`src/i2c_master_port_map.svh`:
```
// Field widths and values, reset values and timing counts of the I2C master port
`ifndef I2C_MASTER_PORT_MAP_SVH
`define I2C_MASTER_PORT_MAP_SVH

// ****************************************************************
// Clock and timing
// ****************************************************************
`define CORE_CLK_PERIOD_NS 50
`define INSTR_CYCLE_NS 200
// Two counter decrements per instruction cycle
`define BRG_DECS_PER_INSTR 2
`define BRG_TICK_CYCLES ((`INSTR_CYCLE_NS / `CORE_CLK_PERIOD_NS) / `BRG_DECS_PER_INSTR)

// ****************************************************************
// Field widths and values
// ****************************************************************
`define BAUD_RELOAD_WIDTH 7
`define PORT_MODE_WIDTH 4
`define PORT_MODE_MASTER 4'h8
`define BYTE_WIDTH 8
`define BIT_COUNT_WIDTH 4
`define LAST_TX_BIT 4'h8
`define LAST_RX_BIT 4'h7
`define ACK_STATUS_BIT 6

// ****************************************************************
// Reset values
// ****************************************************************
`define RESET_BYTE 8'h00
`define RESET_COUNT 4'h0

`endif

```
`src/i2c_master_port_pkg.sv`:
```
// Types shared by the I2C master port design files
`include "i2c_master_port_map.svh"

package i2c_master_port_pkg;

  // ****************************************************************
  // Master sequencer states
  // ****************************************************************
  typedef enum logic [3:0] {
    ST_IDLE,
    ST_START_CHECK,
    ST_START_HOLD,
    ST_RSTART_LOW,
    ST_RSTART_HIGH,
    ST_BIT_LOW,
    ST_BIT_HIGH,
    ST_ACK_LOW,
    ST_ACK_HIGH,
    ST_STOP_LOW,
    ST_STOP_HIGH,
    ST_STOP_HOLD
  } master_state_type;

  // ****************************************************************
  // Register state of the baud rate counter
  // ****************************************************************
  typedef struct packed {
    logic [`BAUD_RELOAD_WIDTH-1:0] count;
    logic [3:0] phase;
    logic zero;
  } brg_state_type;

  // ****************************************************************
  // Register state of the master core
  // ****************************************************************
  typedef struct packed {
    master_state_type st;
    logic [`BYTE_WIDTH-1:0] shreg;
    logic [`BIT_COUNT_WIDTH-1:0] bitcnt;
    logic rx_mode;
    logic rcv_pend;
    logic sda_oe;
    logic scl_oe;
    logic prev_sda;
    logic prev_scl;
    logic start_seen;
    logic stop_seen;
    logic bus_free;
    logic irq_flag;
    logic irq;
    logic bcol;
    logic write_collision_bit;
    logic ack_stat;
    logic busy;
    logic active;
    logic [`BYTE_WIDTH-1:0] ent0;
    logic [`BYTE_WIDTH-1:0] ent1;
    logic vld0;
    logic vld1;
  } core_state_type;

endpackage

```
`src/baud_rate_counter.sv`:
```
// Baud rate counter: reloadable down counter stepped twice per instruction cycle
`timescale 1ns/1ps

module baud_rate_counter
  import i2c_master_port_pkg::*;
#(
  parameter int TICK_CYCLES = `BRG_TICK_CYCLES
) (
  input wire logic core_clk_i, // Core clock
  input wire logic rst_i, // Asynchronous reset, active high
  input wire logic load_i, // Reload request
  input wire logic [`BAUD_RELOAD_WIDTH-1:0] reload_i, // Reload value
  output logic zero_o // Count has reached zero
);

  brg_state_type cur;
  brg_state_type next_cur;

  // Phase divider must fit its counter
  if (TICK_CYCLES < 1 || TICK_CYCLES > 16) begin : g_bad_tick
    $error("baud_rate_counter: TICK_CYCLES out of range");
  end

  // ****************************************************************
  // Next state
  // ****************************************************************
  // Phase marks the second and fourth clock phases
  always_comb begin
    next_cur = cur;
    if (cur.phase == 4'(TICK_CYCLES - 1)) begin
      next_cur.phase = 4'h0;
    end else begin
      next_cur.phase = cur.phase + 4'h1;
    end
    if (load_i) begin
      next_cur.count = reload_i; // RULE11
      next_cur.phase = 4'h0;
    end else if (cur.phase == 4'(TICK_CYCLES - 1) && cur.count != '0) begin
      next_cur.count = cur.count - 7'h01; // RULE18
    end
    next_cur.zero = (next_cur.count == '0) && !load_i; // RULE17
  end

  // ****************************************************************
  // State register
  // ****************************************************************
  always_ff @(posedge core_clk_i or posedge rst_i) begin
    if (rst_i) begin
      cur <= '0;
    end else begin
      cur <= next_cur;
    end
  end

  assign zero_o = cur.zero;

endmodule // baud_rate_counter

```
`src/i2c_master_port.sv`:
```
// I2C master port: bus monitor, arbitration, command sequencer and receive buffer
//
// Notes on behaviour
// RULE1 - Reset or disable clears start and stop seen
// RULE2 - Bus free after stop, or neither seen
// RULE3 - Interrupt flag on start, stop, byte, ack
// RULE4 - Stop seen on busy bus raises interrupt
// RULE5 - Mismatch of driven and sampled SDA flags collision
// RULE6 - Master only with master mode and enable
// RULE7 - One operation at a time; busy write collides
// RULE8 - Master makes every SCL pulse, start, stop
// RULE9 - Transmit: address with write bit, data, ack
// RULE10 - Receive: address with read bit, ack driven
// RULE11 - Reload from low seven bits, starts on write
// RULE12 - Clock stops after operation, SCL holds level
// RULE13 - Start enable makes start, flag, hold time
// RULE14 - Slave acknowledge captured into status bit six
// RULE15 - Flag at end of ninth SCL cycle
// RULE16 - Stop enable makes stop, flag when done
// RULE17 - Counter runs to zero then stops
// RULE18 - Counter steps on second and fourth phases
// RULE19 - Reload waits while slave stretches SCL
// RULE20 - Reload value selects standard, fast, 1 MHz
// RULE21 - Lines only pulled low or released
`timescale 1ns/1ps

module i2c_master_port
  import i2c_master_port_pkg::*;
#(
  parameter int BRG_TICK = `BRG_TICK_CYCLES
) (
  input wire logic core_clk_i, // Core clock, 20 MHz
  input wire logic rst_i, // Asynchronous reset, active high
  input wire logic port_enable_bit_i, // Port enable
  input wire logic [`PORT_MODE_WIDTH-1:0] port_mode_field_i, // Port mode select
  input wire logic [`BYTE_WIDTH-1:0] baud_reload_register_i, // Baud reload value
  input wire logic start_enable_bit_i, // Start request pulse
  input wire logic restart_enable_i, // Repeated start request pulse
  input wire logic stop_enable_bit_i, // Stop request pulse
  input wire logic receive_enable_i, // Receive one byte request pulse
  input wire logic ack_enable_i, // Send acknowledge request pulse
  input wire logic ack_data_i, // Acknowledge level to send, 0 = ack
  input wire logic shift_buffer_write_i, // Shift buffer write strobe
  input wire logic [`BYTE_WIDTH-1:0] shift_buffer_i, // Shift buffer write data
  input wire logic irq_enable_i, // Serial interrupt enable
  input wire logic irq_flag_clear_i, // Clear serial_irq_flag
  input wire logic bus_collision_clear_i, // Clear bus_collision_flag
  input wire logic write_collision_clear_i, // Clear write_collision_bit
  input wire logic rx_ready_i, // Receiver takes rx_data_o
  input wire logic sda_i, // SDA line level
  input wire logic scl_i, // SCL line level
  output logic sda_o, // SDA output level, always low
  output logic sda_oe_o, // SDA pulled low while high
  output logic scl_o, // SCL output level, always low
  output logic scl_oe_o, // SCL pulled low while high
  output logic serial_irq_flag_o, // Sticky serial interrupt flag
  output logic irq_o, // Serial interrupt request
  output logic bus_collision_flag_o, // Sticky arbitration loss flag
  output logic write_collision_bit_o, // Sticky discarded write flag
  output logic ack_status_o, // Last acknowledge from slave
  output logic start_seen_o, // Start seen last on bus
  output logic stop_seen_o, // Stop seen last on bus
  output logic bus_free_o, // Bus may be taken
  output logic busy_o, // Operation in progress
  output logic [`BYTE_WIDTH-1:0] rx_data_o, // Received byte at buffer head
  output logic rx_valid_o // Buffer head holds a byte
);

  core_state_type cur;
  core_state_type next_cur;
  logic brg_load;
  logic brg_zero;

  // ****************************************************************
  // Baud rate counter
  // ****************************************************************
  // Reload value and BRG_TICK set the SCL rate
  baud_rate_counter #(
    .TICK_CYCLES(BRG_TICK)
  ) i_baud_rate_counter (
    .core_clk_i(core_clk_i),
    .rst_i(rst_i),
    .load_i(brg_load),
    .reload_i(baud_reload_register_i[`BAUD_RELOAD_WIDTH-1:0]), // RULE11 RULE20
    .zero_o(brg_zero)
  );

  // ****************************************************************
  // Next state
  // ****************************************************************
  always_comb begin
    logic active;
    logic start_evt;
    logic stop_evt;
    logic set_irq;
    logic set_bcol;
    logic set_write_collision_bit;
    logic pop;
    logic push;
    logic [`BYTE_WIDTH-1:0] shifted;
    logic last_bit;
    active = 1'b0;
    start_evt = 1'b0;
    stop_evt = 1'b0;
    set_irq = 1'b0;
    set_bcol = 1'b0;
    set_write_collision_bit = 1'b0;
    pop = 1'b0;
    push = 1'b0;
    shifted = '0;
    last_bit = 1'b0;
    next_cur = cur;
    brg_load = 1'b0;

    // Master mode gate
    active = port_enable_bit_i && (port_mode_field_i == `PORT_MODE_MASTER); // RULE6

    // Bus condition detector
    start_evt = cur.prev_scl && scl_i && cur.prev_sda && !sda_i;
    stop_evt = cur.prev_scl && scl_i && !cur.prev_sda && sda_i;
    next_cur.prev_sda = sda_i;
    next_cur.prev_scl = scl_i;
    if (!port_enable_bit_i) begin
      next_cur.start_seen = 1'b0; // RULE1
      next_cur.stop_seen = 1'b0; // RULE1
    end else if (start_evt) begin
      next_cur.start_seen = 1'b1;
      next_cur.stop_seen = 1'b0;
    end else if (stop_evt) begin
      next_cur.start_seen = 1'b0;
      next_cur.stop_seen = 1'b1;
    end
    next_cur.bus_free = next_cur.stop_seen ||
                        (!next_cur.start_seen && !next_cur.stop_seen); // RULE2

    // Conditions made by another master while this one is idle
    if (active && cur.st == ST_IDLE && (start_evt || stop_evt)) begin
      set_irq = 1'b1; // RULE3 RULE4
    end

    // Receive buffer drain
    pop = cur.vld0 && rx_ready_i;
    if (pop) begin
      next_cur.ent0 = cur.ent1;
      next_cur.vld0 = cur.vld1;
      next_cur.vld1 = 1'b0;
    end

    if (receive_enable_i) begin
      next_cur.rcv_pend = 1'b1;
    end

    // Command sequencer
    case (cur.st)
      ST_IDLE: begin
        if (shift_buffer_write_i && (start_enable_bit_i || restart_enable_i ||
            stop_enable_bit_i)) begin
          set_write_collision_bit = 1'b1; // RULE7
        end
        if (!active) begin
          next_cur.sda_oe = 1'b0;
          next_cur.scl_oe = 1'b0;
          next_cur.rcv_pend = 1'b0;
        end else if (start_enable_bit_i) begin
          if (!cur.bus_free || !sda_i || !scl_i) begin
            set_bcol = 1'b1; // RULE5
          end else begin
            next_cur.sda_oe = 1'b0;
            next_cur.scl_oe = 1'b0;
            brg_load = 1'b1;
            next_cur.st = ST_START_CHECK; // RULE13
          end
        end else if (restart_enable_i) begin
          next_cur.sda_oe = 1'b0;
          brg_load = 1'b1;
          next_cur.st = ST_RSTART_LOW;
        end else if (stop_enable_bit_i) begin
          next_cur.sda_oe = 1'b1;
          brg_load = 1'b1;
          next_cur.st = ST_STOP_LOW; // RULE16
        end else if (shift_buffer_write_i) begin
          // First byte carries address and direction bit
          next_cur.shreg = shift_buffer_i; // RULE9 RULE10
          next_cur.bitcnt = `RESET_COUNT;
          next_cur.rx_mode = 1'b0;
          next_cur.sda_oe = !shift_buffer_i[`BYTE_WIDTH-1];
          brg_load = 1'b1; // RULE11
          next_cur.st = ST_BIT_LOW;
        end else if ((cur.rcv_pend || receive_enable_i) && !cur.vld1) begin
          // Receive starts only with a free buffer entry
          next_cur.rcv_pend = 1'b0;
          next_cur.bitcnt = `RESET_COUNT;
          next_cur.rx_mode = 1'b1;
          next_cur.sda_oe = 1'b0;
          brg_load = 1'b1;
          next_cur.st = ST_BIT_LOW; // RULE10
        end else if (ack_enable_i) begin
          next_cur.sda_oe = !ack_data_i; // RULE10
          brg_load = 1'b1;
          next_cur.st = ST_ACK_LOW;
        end
      end

      ST_START_CHECK: begin
        if (!scl_i) begin
          set_bcol = 1'b1; // RULE5
        end else if (!sda_i || brg_zero) begin
          // Another master pulled SDA: assert early
          next_cur.sda_oe = 1'b1;
          brg_load = 1'b1;
          next_cur.st = ST_START_HOLD;
        end
      end

      ST_START_HOLD: begin
        if (brg_zero) begin
          next_cur.scl_oe = 1'b1; // RULE8
          set_irq = 1'b1; // RULE3 RULE13
          next_cur.st = ST_IDLE;
        end
      end

      ST_RSTART_LOW: begin
        if (brg_zero) begin
          next_cur.scl_oe = 1'b0;
          brg_load = 1'b1;
          next_cur.st = ST_RSTART_HIGH;
        end
      end

      ST_RSTART_HIGH: begin
        if (!scl_i) begin
          brg_load = 1'b1; // RULE19
        end else if (!sda_i) begin
          set_bcol = 1'b1; // RULE5
        end else if (brg_zero) begin
          // Bus stays held into the next transfer
          next_cur.sda_oe = 1'b1; // RULE8
          brg_load = 1'b1;
          next_cur.st = ST_START_HOLD;
        end
      end

      ST_BIT_LOW: begin
        if (brg_zero) begin
          next_cur.scl_oe = 1'b0; // RULE8 RULE21
          brg_load = 1'b1;
          next_cur.st = ST_BIT_HIGH;
        end
      end

      ST_BIT_HIGH: begin
        last_bit = cur.rx_mode ? (cur.bitcnt == `LAST_RX_BIT) : (cur.bitcnt == `LAST_TX_BIT);
        shifted = {cur.shreg[`BYTE_WIDTH-2:0], cur.rx_mode ? sda_i : 1'b0};
        if (!scl_i) begin
          brg_load = 1'b1; // RULE19
        end else if (!cur.rx_mode && cur.bitcnt != `LAST_TX_BIT &&
                     !cur.sda_oe && !sda_i) begin
          set_bcol = 1'b1; // RULE5 RULE21
        end else if (brg_zero) begin
          next_cur.scl_oe = 1'b1;
          next_cur.bitcnt = cur.bitcnt + 4'h1;
          if (cur.rx_mode || cur.bitcnt != `LAST_TX_BIT) begin
            next_cur.shreg = shifted;
          end else begin
            next_cur.ack_stat = sda_i; // RULE9 RULE14
          end
          if (last_bit) begin
            // Clock stops, SCL held low
            set_irq = 1'b1; // RULE3 RULE12 RULE15
            push = cur.rx_mode;
            next_cur.sda_oe = 1'b0;
            next_cur.st = ST_IDLE;
          end else begin
            // Next data bit, or release SDA for the slave acknowledge
            next_cur.sda_oe = !cur.rx_mode && (cur.bitcnt != `LAST_RX_BIT) &&
                              !shifted[`BYTE_WIDTH-1];
            brg_load = 1'b1;
            next_cur.st = ST_BIT_LOW;
          end
        end
      end

      ST_ACK_LOW: begin
        if (brg_zero) begin
          next_cur.scl_oe = 1'b0;
          brg_load = 1'b1;
          next_cur.st = ST_ACK_HIGH;
        end
      end

      ST_ACK_HIGH: begin
        if (!scl_i) begin
          brg_load = 1'b1; // RULE19
        end else if (!cur.sda_oe && !sda_i) begin
          set_bcol = 1'b1; // RULE5
        end else if (brg_zero) begin
          next_cur.scl_oe = 1'b1;
          set_irq = 1'b1; // RULE3 RULE12
          next_cur.st = ST_IDLE;
        end
      end

      ST_STOP_LOW: begin
        if (brg_zero) begin
          next_cur.scl_oe = 1'b0;
          brg_load = 1'b1;
          next_cur.st = ST_STOP_HIGH;
        end
      end

      ST_STOP_HIGH: begin
        if (!scl_i) begin
          brg_load = 1'b1; // RULE19
        end else if (brg_zero) begin
          next_cur.sda_oe = 1'b0; // RULE8
          brg_load = 1'b1;
          next_cur.st = ST_STOP_HOLD;
        end
      end

      ST_STOP_HOLD: begin
        if (brg_zero) begin
          set_irq = 1'b1; // RULE16
          next_cur.st = ST_IDLE;
        end
      end

      default: begin
        next_cur.st = ST_IDLE;
      end
    endcase

    // Any write while an operation runs is discarded
    if (cur.st != ST_IDLE && shift_buffer_write_i) begin
      set_write_collision_bit = 1'b1; // RULE7
    end

    // Arbitration loss releases both lines
    if (set_bcol) begin
      next_cur.sda_oe = 1'b0;
      next_cur.scl_oe = 1'b0;
      next_cur.st = ST_IDLE;
    end

    // Disable forces the sequencer home
    if (!active) begin
      next_cur.st = ST_IDLE;
      next_cur.sda_oe = 1'b0;
      next_cur.scl_oe = 1'b0;
      push = 1'b0;
    end

    // Receive buffer fill
    if (push) begin
      if (!next_cur.vld0) begin
        next_cur.ent0 = shifted;
        next_cur.vld0 = 1'b1;
      end else begin
        next_cur.ent1 = shifted;
        next_cur.vld1 = 1'b1;
      end
    end

    // Sticky flags, set wins over clear
    next_cur.irq_flag = (cur.irq_flag && !irq_flag_clear_i) || set_irq; // RULE3
    next_cur.bcol = (cur.bcol && !bus_collision_clear_i) || set_bcol; // RULE5
    next_cur.write_collision_bit = (cur.write_collision_bit && !write_collision_clear_i) || set_write_collision_bit; // RULE7
    next_cur.irq = next_cur.irq_flag && irq_enable_i; // RULE4
    next_cur.busy = (next_cur.st != ST_IDLE);
    next_cur.active = active;
  end

  // ****************************************************************
  // State register
  // ****************************************************************
  always_ff @(posedge core_clk_i or posedge rst_i) begin
    if (rst_i) begin
      cur <= '0; // RULE1
      cur.st <= ST_IDLE;
      cur.prev_sda <= 1'b1;
      cur.prev_scl <= 1'b1;
      cur.bus_free <= 1'b1;
    end else begin
      cur <= next_cur;
    end
  end

  // ****************************************************************
  // Outputs
  // ****************************************************************
  // Pins are only ever pulled low
  assign sda_o = 1'b0; // RULE21
  assign scl_o = 1'b0; // RULE21
  assign sda_oe_o = cur.sda_oe;
  assign scl_oe_o = cur.scl_oe;
  assign serial_irq_flag_o = cur.irq_flag;
  assign irq_o = cur.irq;
  assign bus_collision_flag_o = cur.bcol;
  assign write_collision_bit_o = cur.write_collision_bit;
  assign ack_status_o = cur.ack_stat;
  assign start_seen_o = cur.start_seen;
  assign stop_seen_o = cur.stop_seen;
  assign bus_free_o = cur.bus_free;
  assign busy_o = cur.busy;
  assign rx_data_o = cur.ent0;
  assign rx_valid_o = cur.vld0;

endmodule // i2c_master_port

```
`config.mk`:
```
export PLATFORM = sky130hd
export DESIGN_NAME = i2c_master_port
export DESIGN_NICKNAME = d
export VERILOG_FILES = /design/src/i2c_master_port_pkg.sv /design/src/baud_rate_counter.sv /design/src/i2c_master_port.sv
export VERILOG_INCLUDE_DIRS = /design/src
export SDC_FILE = /design/constraint.sdc
export NUM_CORES = 1
export LEC_CHECK = 0
export ABC_AREA = 1
export BUFFER_PORTS_ARGS = -buffer_cell sky130_fd_sc_hd__buf_2
export CAP_MARGIN = 0
export CORE_MARGIN = 2
export CORE_UTILIZATION = 55
export DETAILED_ROUTE_END_ITERATION = 8
export HOLD_SLACK_MARGIN = 0.08
export PLACE_DENSITY = 0.79
export RECOVER_POWER = 25
export SETUP_SLACK_MARGIN = 0.15
export SYNTH_ARGS = -nofsm -noshare
export SYNTH_HDL_FRONTEND = slang
export SYNTH_SLANG_ARGS = --single-unit
```
`constraint.sdc`:
```
create_clock -name core_clk_i -period 2.13 [get_ports core_clk_i]
set_input_delay 0.426 -clock core_clk_i [delete_from_list [all_inputs] [get_ports core_clk_i]]
set_output_delay 0.426 -clock core_clk_i [all_outputs]
set_load 0.05 [all_outputs]
```
## After elaboration in Yosys (flattened, before gate mapping)

Cells that the tools add are included.

| operators by class | value |
|---|---|
| muxes and demuxes | 131 |
| bitwise operators | 5 |
| add/subtract/negate cells | 3 |
| equality and inequality tests | 46 |
| reductions and logical operators | 69 |

Operators with widths:

| kind | count |
|---|---|
| $mux 4 | 25 |
| $mux 1 | 69 |
| $mux 16 | 3 |
| $mux 8 | 6 |
| $pmux 4 s11 | 1 |
| $mux 14 | 3 |
| $ne 4x4->1 const B | 10 |
| $logic_and 1x1->1 | 25 |
| $eq 4x4->1 const B | 6 |
| $ne 4x3->1 const B | 6 |
| $pmux 11 s2 | 1 |
| $eq 4x3->1 const B | 5 |
| $mux 2 | 10 |
| $mux 18 | 1 |
| $reduce_and 9->1 | 2 |
| $mux 17 | 1 |
| $logic_not 1->1 | 16 |
| $ne 2x2->1 const B | 8 |
| $pmux 1 s5 | 3 |
| $mux 7 | 2 |
| $reduce_and 13->1 | 1 |
| $logic_or 1x1->1 | 12 |
| $reduce_and 10->1 | 1 |
| $ne 9x7->1 const B | 1 |
| 26 further kinds | 36 |

| storage, ports and cells | value |
|---|---|
| logic and storage cells | 279 |
| register bits | 60 |
| input port bits | 37 |
| output and inout bits | 22 |

## Longest topological paths before layout

Gate-level depths: netlist of run 1.

| logic depth | value |
|---|---|
| depth after elaboration | 13 |
| depth in mapped cells | 15 |
| mapped depth without buffers | 13 |

## Cells and area by module

A second synthesis of run 1 with hierarchy kept.

| second synthesis, totals | value |
|---|---|
| cell total of the unflattened synthesis | 573 |
| area, all modules | 4,073.9 um^2 |

By module, submodules not included:

| module | cells an instance | instances | area an instance (um^2) |
|---|---|---|---|
| i2c_master_port | 467 | 1 | 3,266.9 |
| baud_rate_counter | 106 | 1 | 807.0 |

## Worst setup path after synthesis of run 1

No wires, ideal clock.

| path | value |
|---|---|
| path kind | register -> register |
| start | reg cur (netlist bit bus_free_o) |
| end | reg i_baud_rate_counter.cur (netlist bit i_baud_rate_counter.zero_o) |
| cell stages (with the launch flop) | 12 |
| slack | 0.372 ns |
| data required time | 2.059 ns |
| setup time | 0.071 ns |
| arrival | 1.686 ns |
| period minus slack after synthesis | 1.758 ns |
| path through | dfstp_2 > nand3_1 > nand2_1 > nand3_2 > nor2_4 > nor2_1 > nand3_2 > buf_6 > nand2_1 > nand2_1 > nand3_1 > nor2_1 |

RTL lines:

| what | RTL line | text |
|---|---|---|
| start, declared | i2c_master_port.sv:69 | `core_state_type cur;` |
| start signal, assigned | i2c_master_port.sv:385 | `cur <= next_cur;` |
| end signal, assigned | baud_rate_counter.sv:51 | `cur <= next_cur;` |
| end, declared | baud_rate_counter.sv:16 | `brg_state_type cur;` |

==> metrics, run 1 <==
core area around 6900 sq um; cell taking the most area after synthesis dfrtp_1; critical path class reg2reg; flop2flop setup slack 0.25 ns; Die Width approximately 90 um; Worst R2R Path Depth 13; Most common cell on crit path nand2_1; Net Sw Frac 0.348; die height 89 um; maximum clock frequency 533 MHz; die area 7920 sq um; number of placed I/O pins 59; commonest cells in the netlist nand2_1, dfrtp_1, inv_1; Num CTS Buffers 9; TritonCTS clock tree built; Clock Latency Late Sink roughly 0.35 ns; CTS root buf clkbuf_8; Crit. End Element register; Distinct cells, synth 44; slowest CP cell dfrtp_1; worst path arrival time approximately 2.2 ns; max cap viols 0; number of global-route vias before repair about 3700; PortBufs 55; Max-slew headroom 0.403; area grow syn2layout 19.4%; Synth Flop Type dfrtp_1; ANT nets after route 0; clock sinks 60; fin area 4740 sq um; status complete, no violations; Flop pwr share 0.413; Hold Vio Cnt, Final 0; Worst EP required 2.40 ns; Clock Power Share 0.321; crit-path cells inv_2 -> nor2_1 -> nand2_2 -> nand2_1 -> nand2_1 -> nand3_1 -> nor2_2 -> nand3_4 -> nand2_1 -> nand2_1 -> nor2_1 -> nand2_1 -> nor2_1; maximum clock path buffer count 2; Max Clock Skew 0.0102 ns; P_int 0.00216 W; CP max FO 5; Yosys warning count 0; GPL Wtd Cong a little under 1; Hold/Removal Path Class in2async; total track usage 0.288; top area cells in the synthesized netlist dfrtp_1, nand2_1, nand3_1, o21ai_0, inv_1; placed cell area approximately 4400 sq um; drt pass-1 iters 7; max-slew violation count 0; Mapped Area 3970 sq um; Pleak 2.43 nW; Vias/cell 5.50; DRC 0; layout cell share with drive strength beyond 1 0.254; Setup crit end i_baud_rate_counter.zero_o; NumNets Final 664; total number of vias 3972; Power Density 699 nW/um^2; Rows 30; syn_area_per_cell 7.28 sq um; most common cell in the netlist nand2_1; Sw Pwr about 0.0012 W; initial antenna violation count 0; crit share post-route 0.881; hpwl dp 8.04 mm; RR Startpoint cur[49]; H-Tree Depth 3; wire per inst 14.7 um; Reg clk slew, reported paths roughly 0.08 ns; ant diodes 0; endpoints failing setup 0; slew of the pin with the lowest slew margin 0.895 ns; setup TNS 0 ns; RSZ-0062 raised after global routing true; final WL 10.6 mm; FFs w/ async S/R, synth 1.00; number of enable flip-flop cells after synthesis 0; post-synthesis register bit count 60; combinational power share 0.266; Tmin final 1.88 ns; Syn Inst Count 546; Setup crit start cur[49]; Starting Density 0.575; first-pass GRT wire length 17.5 mm; CTS Hold Bufs 0; share of the synthesized area in the top cell type 0.359; sequential area share after synthesis 0.379; peak per-stage delay on the critical path 0.47 ns; Crit Reg-Reg Endpoint i_baud_rate_counter.zero_o; peak supply drop 0.396 mV; global route overflow 0; drt first-iter violations 286; pin count of the biggest net entering global routing 23; Worst setup SP type register
-- worst min path at each step --
stage	start	to	slack (ns)
after floorplan	scl_i	cur[28]	0.43
after global placement	cur[39]	cur[39]	0.45
after detailed placement	cur[42]	cur[42]	0.46
after CTS	rst_i	cur[36]	0.11
after global routing	bus_collision_clear_i	bus_collision_flag_o	0.25
final	rst_i	cur[40]	0.26
-- metrics by stage --
stage               total power, W   util  cells  hold slack [ns]  setup slack, ns
finish                     0.00331  0.687    722            0.258            0.253
floorplan                  0.00198      -    547            0.430            0.224
detailed placement         0.00223  0.640    700            0.462           0.0579
global route               0.00350  0.687    722            0.253           0.0805
CTS                        0.00330  0.674    719            0.106            0.153
global placement           0.00216  0.640    700            0.454            0.105
-- layout by cell type (no fill, tap or decap), types with 2 or more instances in the layout --
master	count
inv_2	11
clkinv_4	2
clkbuf_1	2
nor2_1	47
nand3_2	4
dfrtp_1	55
nor2_4	10
dfrtp_2	2
nor3b_1	2
inv_1	54
buf_2	53
nand3_1	44
dfstp_2	3
nand2_2	10
ha_1	6
nor2_8	2
buf_4	25
nand4_1	13
o21ai_0	40
o21ai_1	16
a31oi_1	2
o31ai_1	3
o21a_1	4
nand2_1	129
o211ai_1	8
clkinv_2	2
inv_6	3
xor2_1	6
nand3_4	2
clkbuf_8	9
nor3_1	10
nand2_4	5
nor2_2	9
conb_1	2
a21oi_1	14
o22ai_1	3
-- state kept, by name (all words and copies together) (netlist names) --
name / flops
cur: 28
i_baud_rate_counter.cur: 11
rx_data_o: 8
ack_status_o: 1
bus_collision_flag_o: 1
bus_free_o: 1
busy_o: 1
i_baud_rate_counter.zero_o: 1
irq_o: 1
rx_valid_o: 1
scl_oe_o: 1
sda_oe_o: 1
serial_irq_flag_o: 1
start_seen_o: 1
stop_seen_o: 1
write_collision_bit_o: 1
-- cell families after synthesis --
logic type	Yosys count	share of synthesized area
muxes	1	0.00252
and+or+nand+nor	293	0.360
adders and majority gates	6	0.0189
DFF	60	0.379
AOI/OAI and AO/OA	91	0.127
xor gates and xnor gates	7	0.0154
other	1	0.000944
buffers and inverters	87	0.0967
-- layer usage --
metal  vias to the layer above  part of all wire  wire length [um]  global-route usage
met2                       172              0.48              5100               0.476
met1                      1839              0.43              4560               0.387
li1                       1939                 -                 -                   -
met4                         0             0.018               189              0.0828
met5                         -                 0                 0                   0
met3                        22             0.070               738              0.0591
-- repair_timing --
action	in CTS	in global routing
buffers inserted	3	2
pin swaps	2	4
cloned	0	1
resized for setup	4	20
endpoints found under the setup margin	1	16
-- power by group through the flow --
stage | Clock [W] | Sequential (W) | Combinational (W)
global placement | 0 | 0.00138 | 0.000786
detailed placement | 0 | 0.00138 | 0.000847
global route | 0.00113 | 0.00139 | 0.000973
floorplan | 0 | 0.00138 | 0.000601
finish | 0.00106 | 0.00137 | 0.000881
CTS | 0.00108 | 0.00136 | 0.000864
-- worst max-delay path: cells and delay by family, from the launching register on --
kind,cells,cell delay (ns)
buf+inv,1,0.15
flops,1,0.47
simple gates,12,1.18
-- cell type report --
type,instances,area (sq um)
multi-input combinational,401,2170
fill,614,2160
sequential,60,1510
timing repair buffer,81,480
inverter,68,263
clock buffer,9,124
tap,96,120
clock inverter,7,75.1
No activity file was read; power rests on OpenSTA's default activity.
==> inputs of run 2 (changes only) <==
- PLACE_DENSITY: 0.79 -> 0.77
==> metrics, run 2 (synthesized netlist as in run 1, its figures left out) <==
Die Width 89 um (unchanged); setup TNS 0 ns (unchanged); Max Clock Skew 0.0102 ns (+0.0000870 ns); Crit Reg-Reg Endpoint busy_o; Worst setup SP type register; Worst R2R Path Depth 12 (-1); Worst EP required 2.36 ns (-0.04 ns); first-pass GRT wire length 17.0 mm (-2.9%); Num CTS Buffers 9 (unchanged); slew of the pin with the lowest slew margin 0.787 ns (-0.108 ns); H-Tree Depth 3 (unchanged); Top reg by flops cur; number of global-route vias before repair 3703 (-0.56%); hpwl dp 7.85 mm (-2.3%); P_int 0.00221 W (+2.5%); die area 7920 sq um (unchanged); peak supply drop 0.355 mV (-10%); TritonCTS clock tree built; ANT nets after route 0 (unchanged); NumNets Final 660 (-0.60%); GR Util met2 0.444 (-0.0319); crit share post-route 0.890 (+0.00889); RR Startpoint cur[35]; initial antenna violation count 0 (unchanged); gr busiest metal met2; Crit. End Element register; area grow syn2layout 18.7%; Tmin final 1.90 ns (+0.0189 ns); final WL 10.5 mm (-0.95%); CP max FO 4 (-1); max-slew violation count 0 (unchanged); flop2flop setup slack 0.23 ns (-0.02 ns); wire per inst 14.6 um (-0.40%); layout cell share with drive strength beyond 1 0.246 (-0.00801); total track usage 0.278 (-0.00979); RSZ-0062 raised after global routing true; met3 global-route usage 0.0517 (-0.00739); status complete, no violations; GPL Wtd Cong 1.04 (+7.4%); drt first-iter violations 292 (+2.1%); critical path class reg2reg; combinational power share 0.256 (-0.010); Hold Vio Cnt, Final 0 (unchanged); Clock Power Share 0.332 (+0.011); total number of vias 3959 (-0.33%); Flop pwr share 0.412 (about the same); clock sinks 60 (unchanged); Vias/cell 5.51 (+0.23%); DRC 0 (unchanged); total power 0.00333 W (+0.36%); die height 89 um (unchanged); Rows 30 (unchanged); GR Util met1 0.373 (-0.0141); most common cell after layout, fill and taps aside nand2_1; ant diodes 0 (unchanged); endpoints failing setup 0 (unchanged); max FFs per register 28 (unchanged); core area 6910 sq um (unchanged); most frequent cells in the layout nand2_1, inv_1, dfrtp_1; Hold/Removal Path Class in2async; maximum clock path buffer count 2 (unchanged); CTS root buf clkbuf_8; Max-slew headroom 0.475 (+0.0720); PortBufs 55 (unchanged); Starting Density 0.575 (unchanged); global route overflow 0 (unchanged); Net Sw Frac 0.334 (-0.0138); drt pass-1 iters 5 (-2); Reg clk slew, reported paths 0.08 ns (about the same); worst path arrival time 2.13 ns (-0.02 ns); max cap viols 0 (unchanged); pin count of the biggest net entering global routing 43 (+87%); Clock Latency Late Sink 0.34 ns (about the same); Sw Pwr 0.00111 W (-3.6%); Pleak 2.41 nW (-0.71%); Power Density 705 nW/um^2 (+0.95%); maximum clock frequency 527 MHz (-1.0%); number of placed I/O pins 59 (unchanged)
## run 2: power by group through the flow
stage / registers, W / logic [W] / clock network, W
2_1_floorplan: 0.00138 / 0.000601 / 0
3_3_place_gp: 0.00138 / 0.000782 / 0
3_5_place_dp: 0.00139 / 0.000817 / 0
4_1_cts: 0.00136 / 0.000825 / 0.00111
5_1_grt: 0.00138 / 0.000955 / 0.00117
6_report: 0.00137 / 0.000850 / 0.00111
## run 2: critical path, cell delays in order, from the launching register on
cell and delay [ns]:
dfrtp_1 0.36, inv_1 0.08, ha_1 0.17, nand3_1 0.14, nand3_2 0.17, nand2_2 0.12
nor2_1 0.08, nor2_4 0.16, o21ai_0 0.14, o21ai_0 0.10, nand2_1 0.08, nand2_1 0.09
nand3_1 0.08
## run 2: per-stage QoR
stage,std cells,area (sq um),utilization,hold WS [ns],setup slack [ns]
floorplan,547,3980,-,0.430,0.224
global placement,699,4410,0.639,0.452,0.140
detailed placement,699,4410,0.639,0.457,0.0920
CTS,716,4640,0.671,0.0928,0.151
global route,718,4720,0.683,0.268,0.0537
finish,718,4720,0.683,0.220,0.234
## run 2: timing repair
action | CTS | global route
resized for setup | 1 | 21
hold buffers | 0 | 0
pin swaps | 2 | 2
hold endpoints to repair | 0 | 0
cloned | 0 | 1
setup endpoints to repair | 1 | 15
buffers inserted | 1 | 1
## run 2: worst max path at each step
stage | from | end | slack [ns] | cells past startpoint
final | cur[35] | busy_o | 0.23 | 12
after global routing | cur[35] | busy_o | 0.05 | 12
after CTS | cur[34] | i_baud_rate_counter.zero_o | 0.15 | 13
after detailed placement | receive_enable_i | i_baud_rate_counter.zero_o | 0.09 | 12
after global placement | receive_enable_i | i_baud_rate_counter.zero_o | 0.14 | 12
after floorplan | rst_i | ack_status_o | 0.22 | 1
## run 2: final cells by class
cell class	instances	area, sq um
Inverter	68	263
Timing Repair Buffer	77	450
Clock inverter	5	58.8
Tap cell	96	120
Clock buffer	11	151
Fill cell	631	2190
Multi-Input combinational cell	401	2160
Sequential cell	60	1510
## run 2: metal layers
layer,vias to the layer above,share of wire
met5,-,0
met4,0,0.025
met3,24,0.077
met2,169,0.46
met1,1848,0.43
li1,1918,-
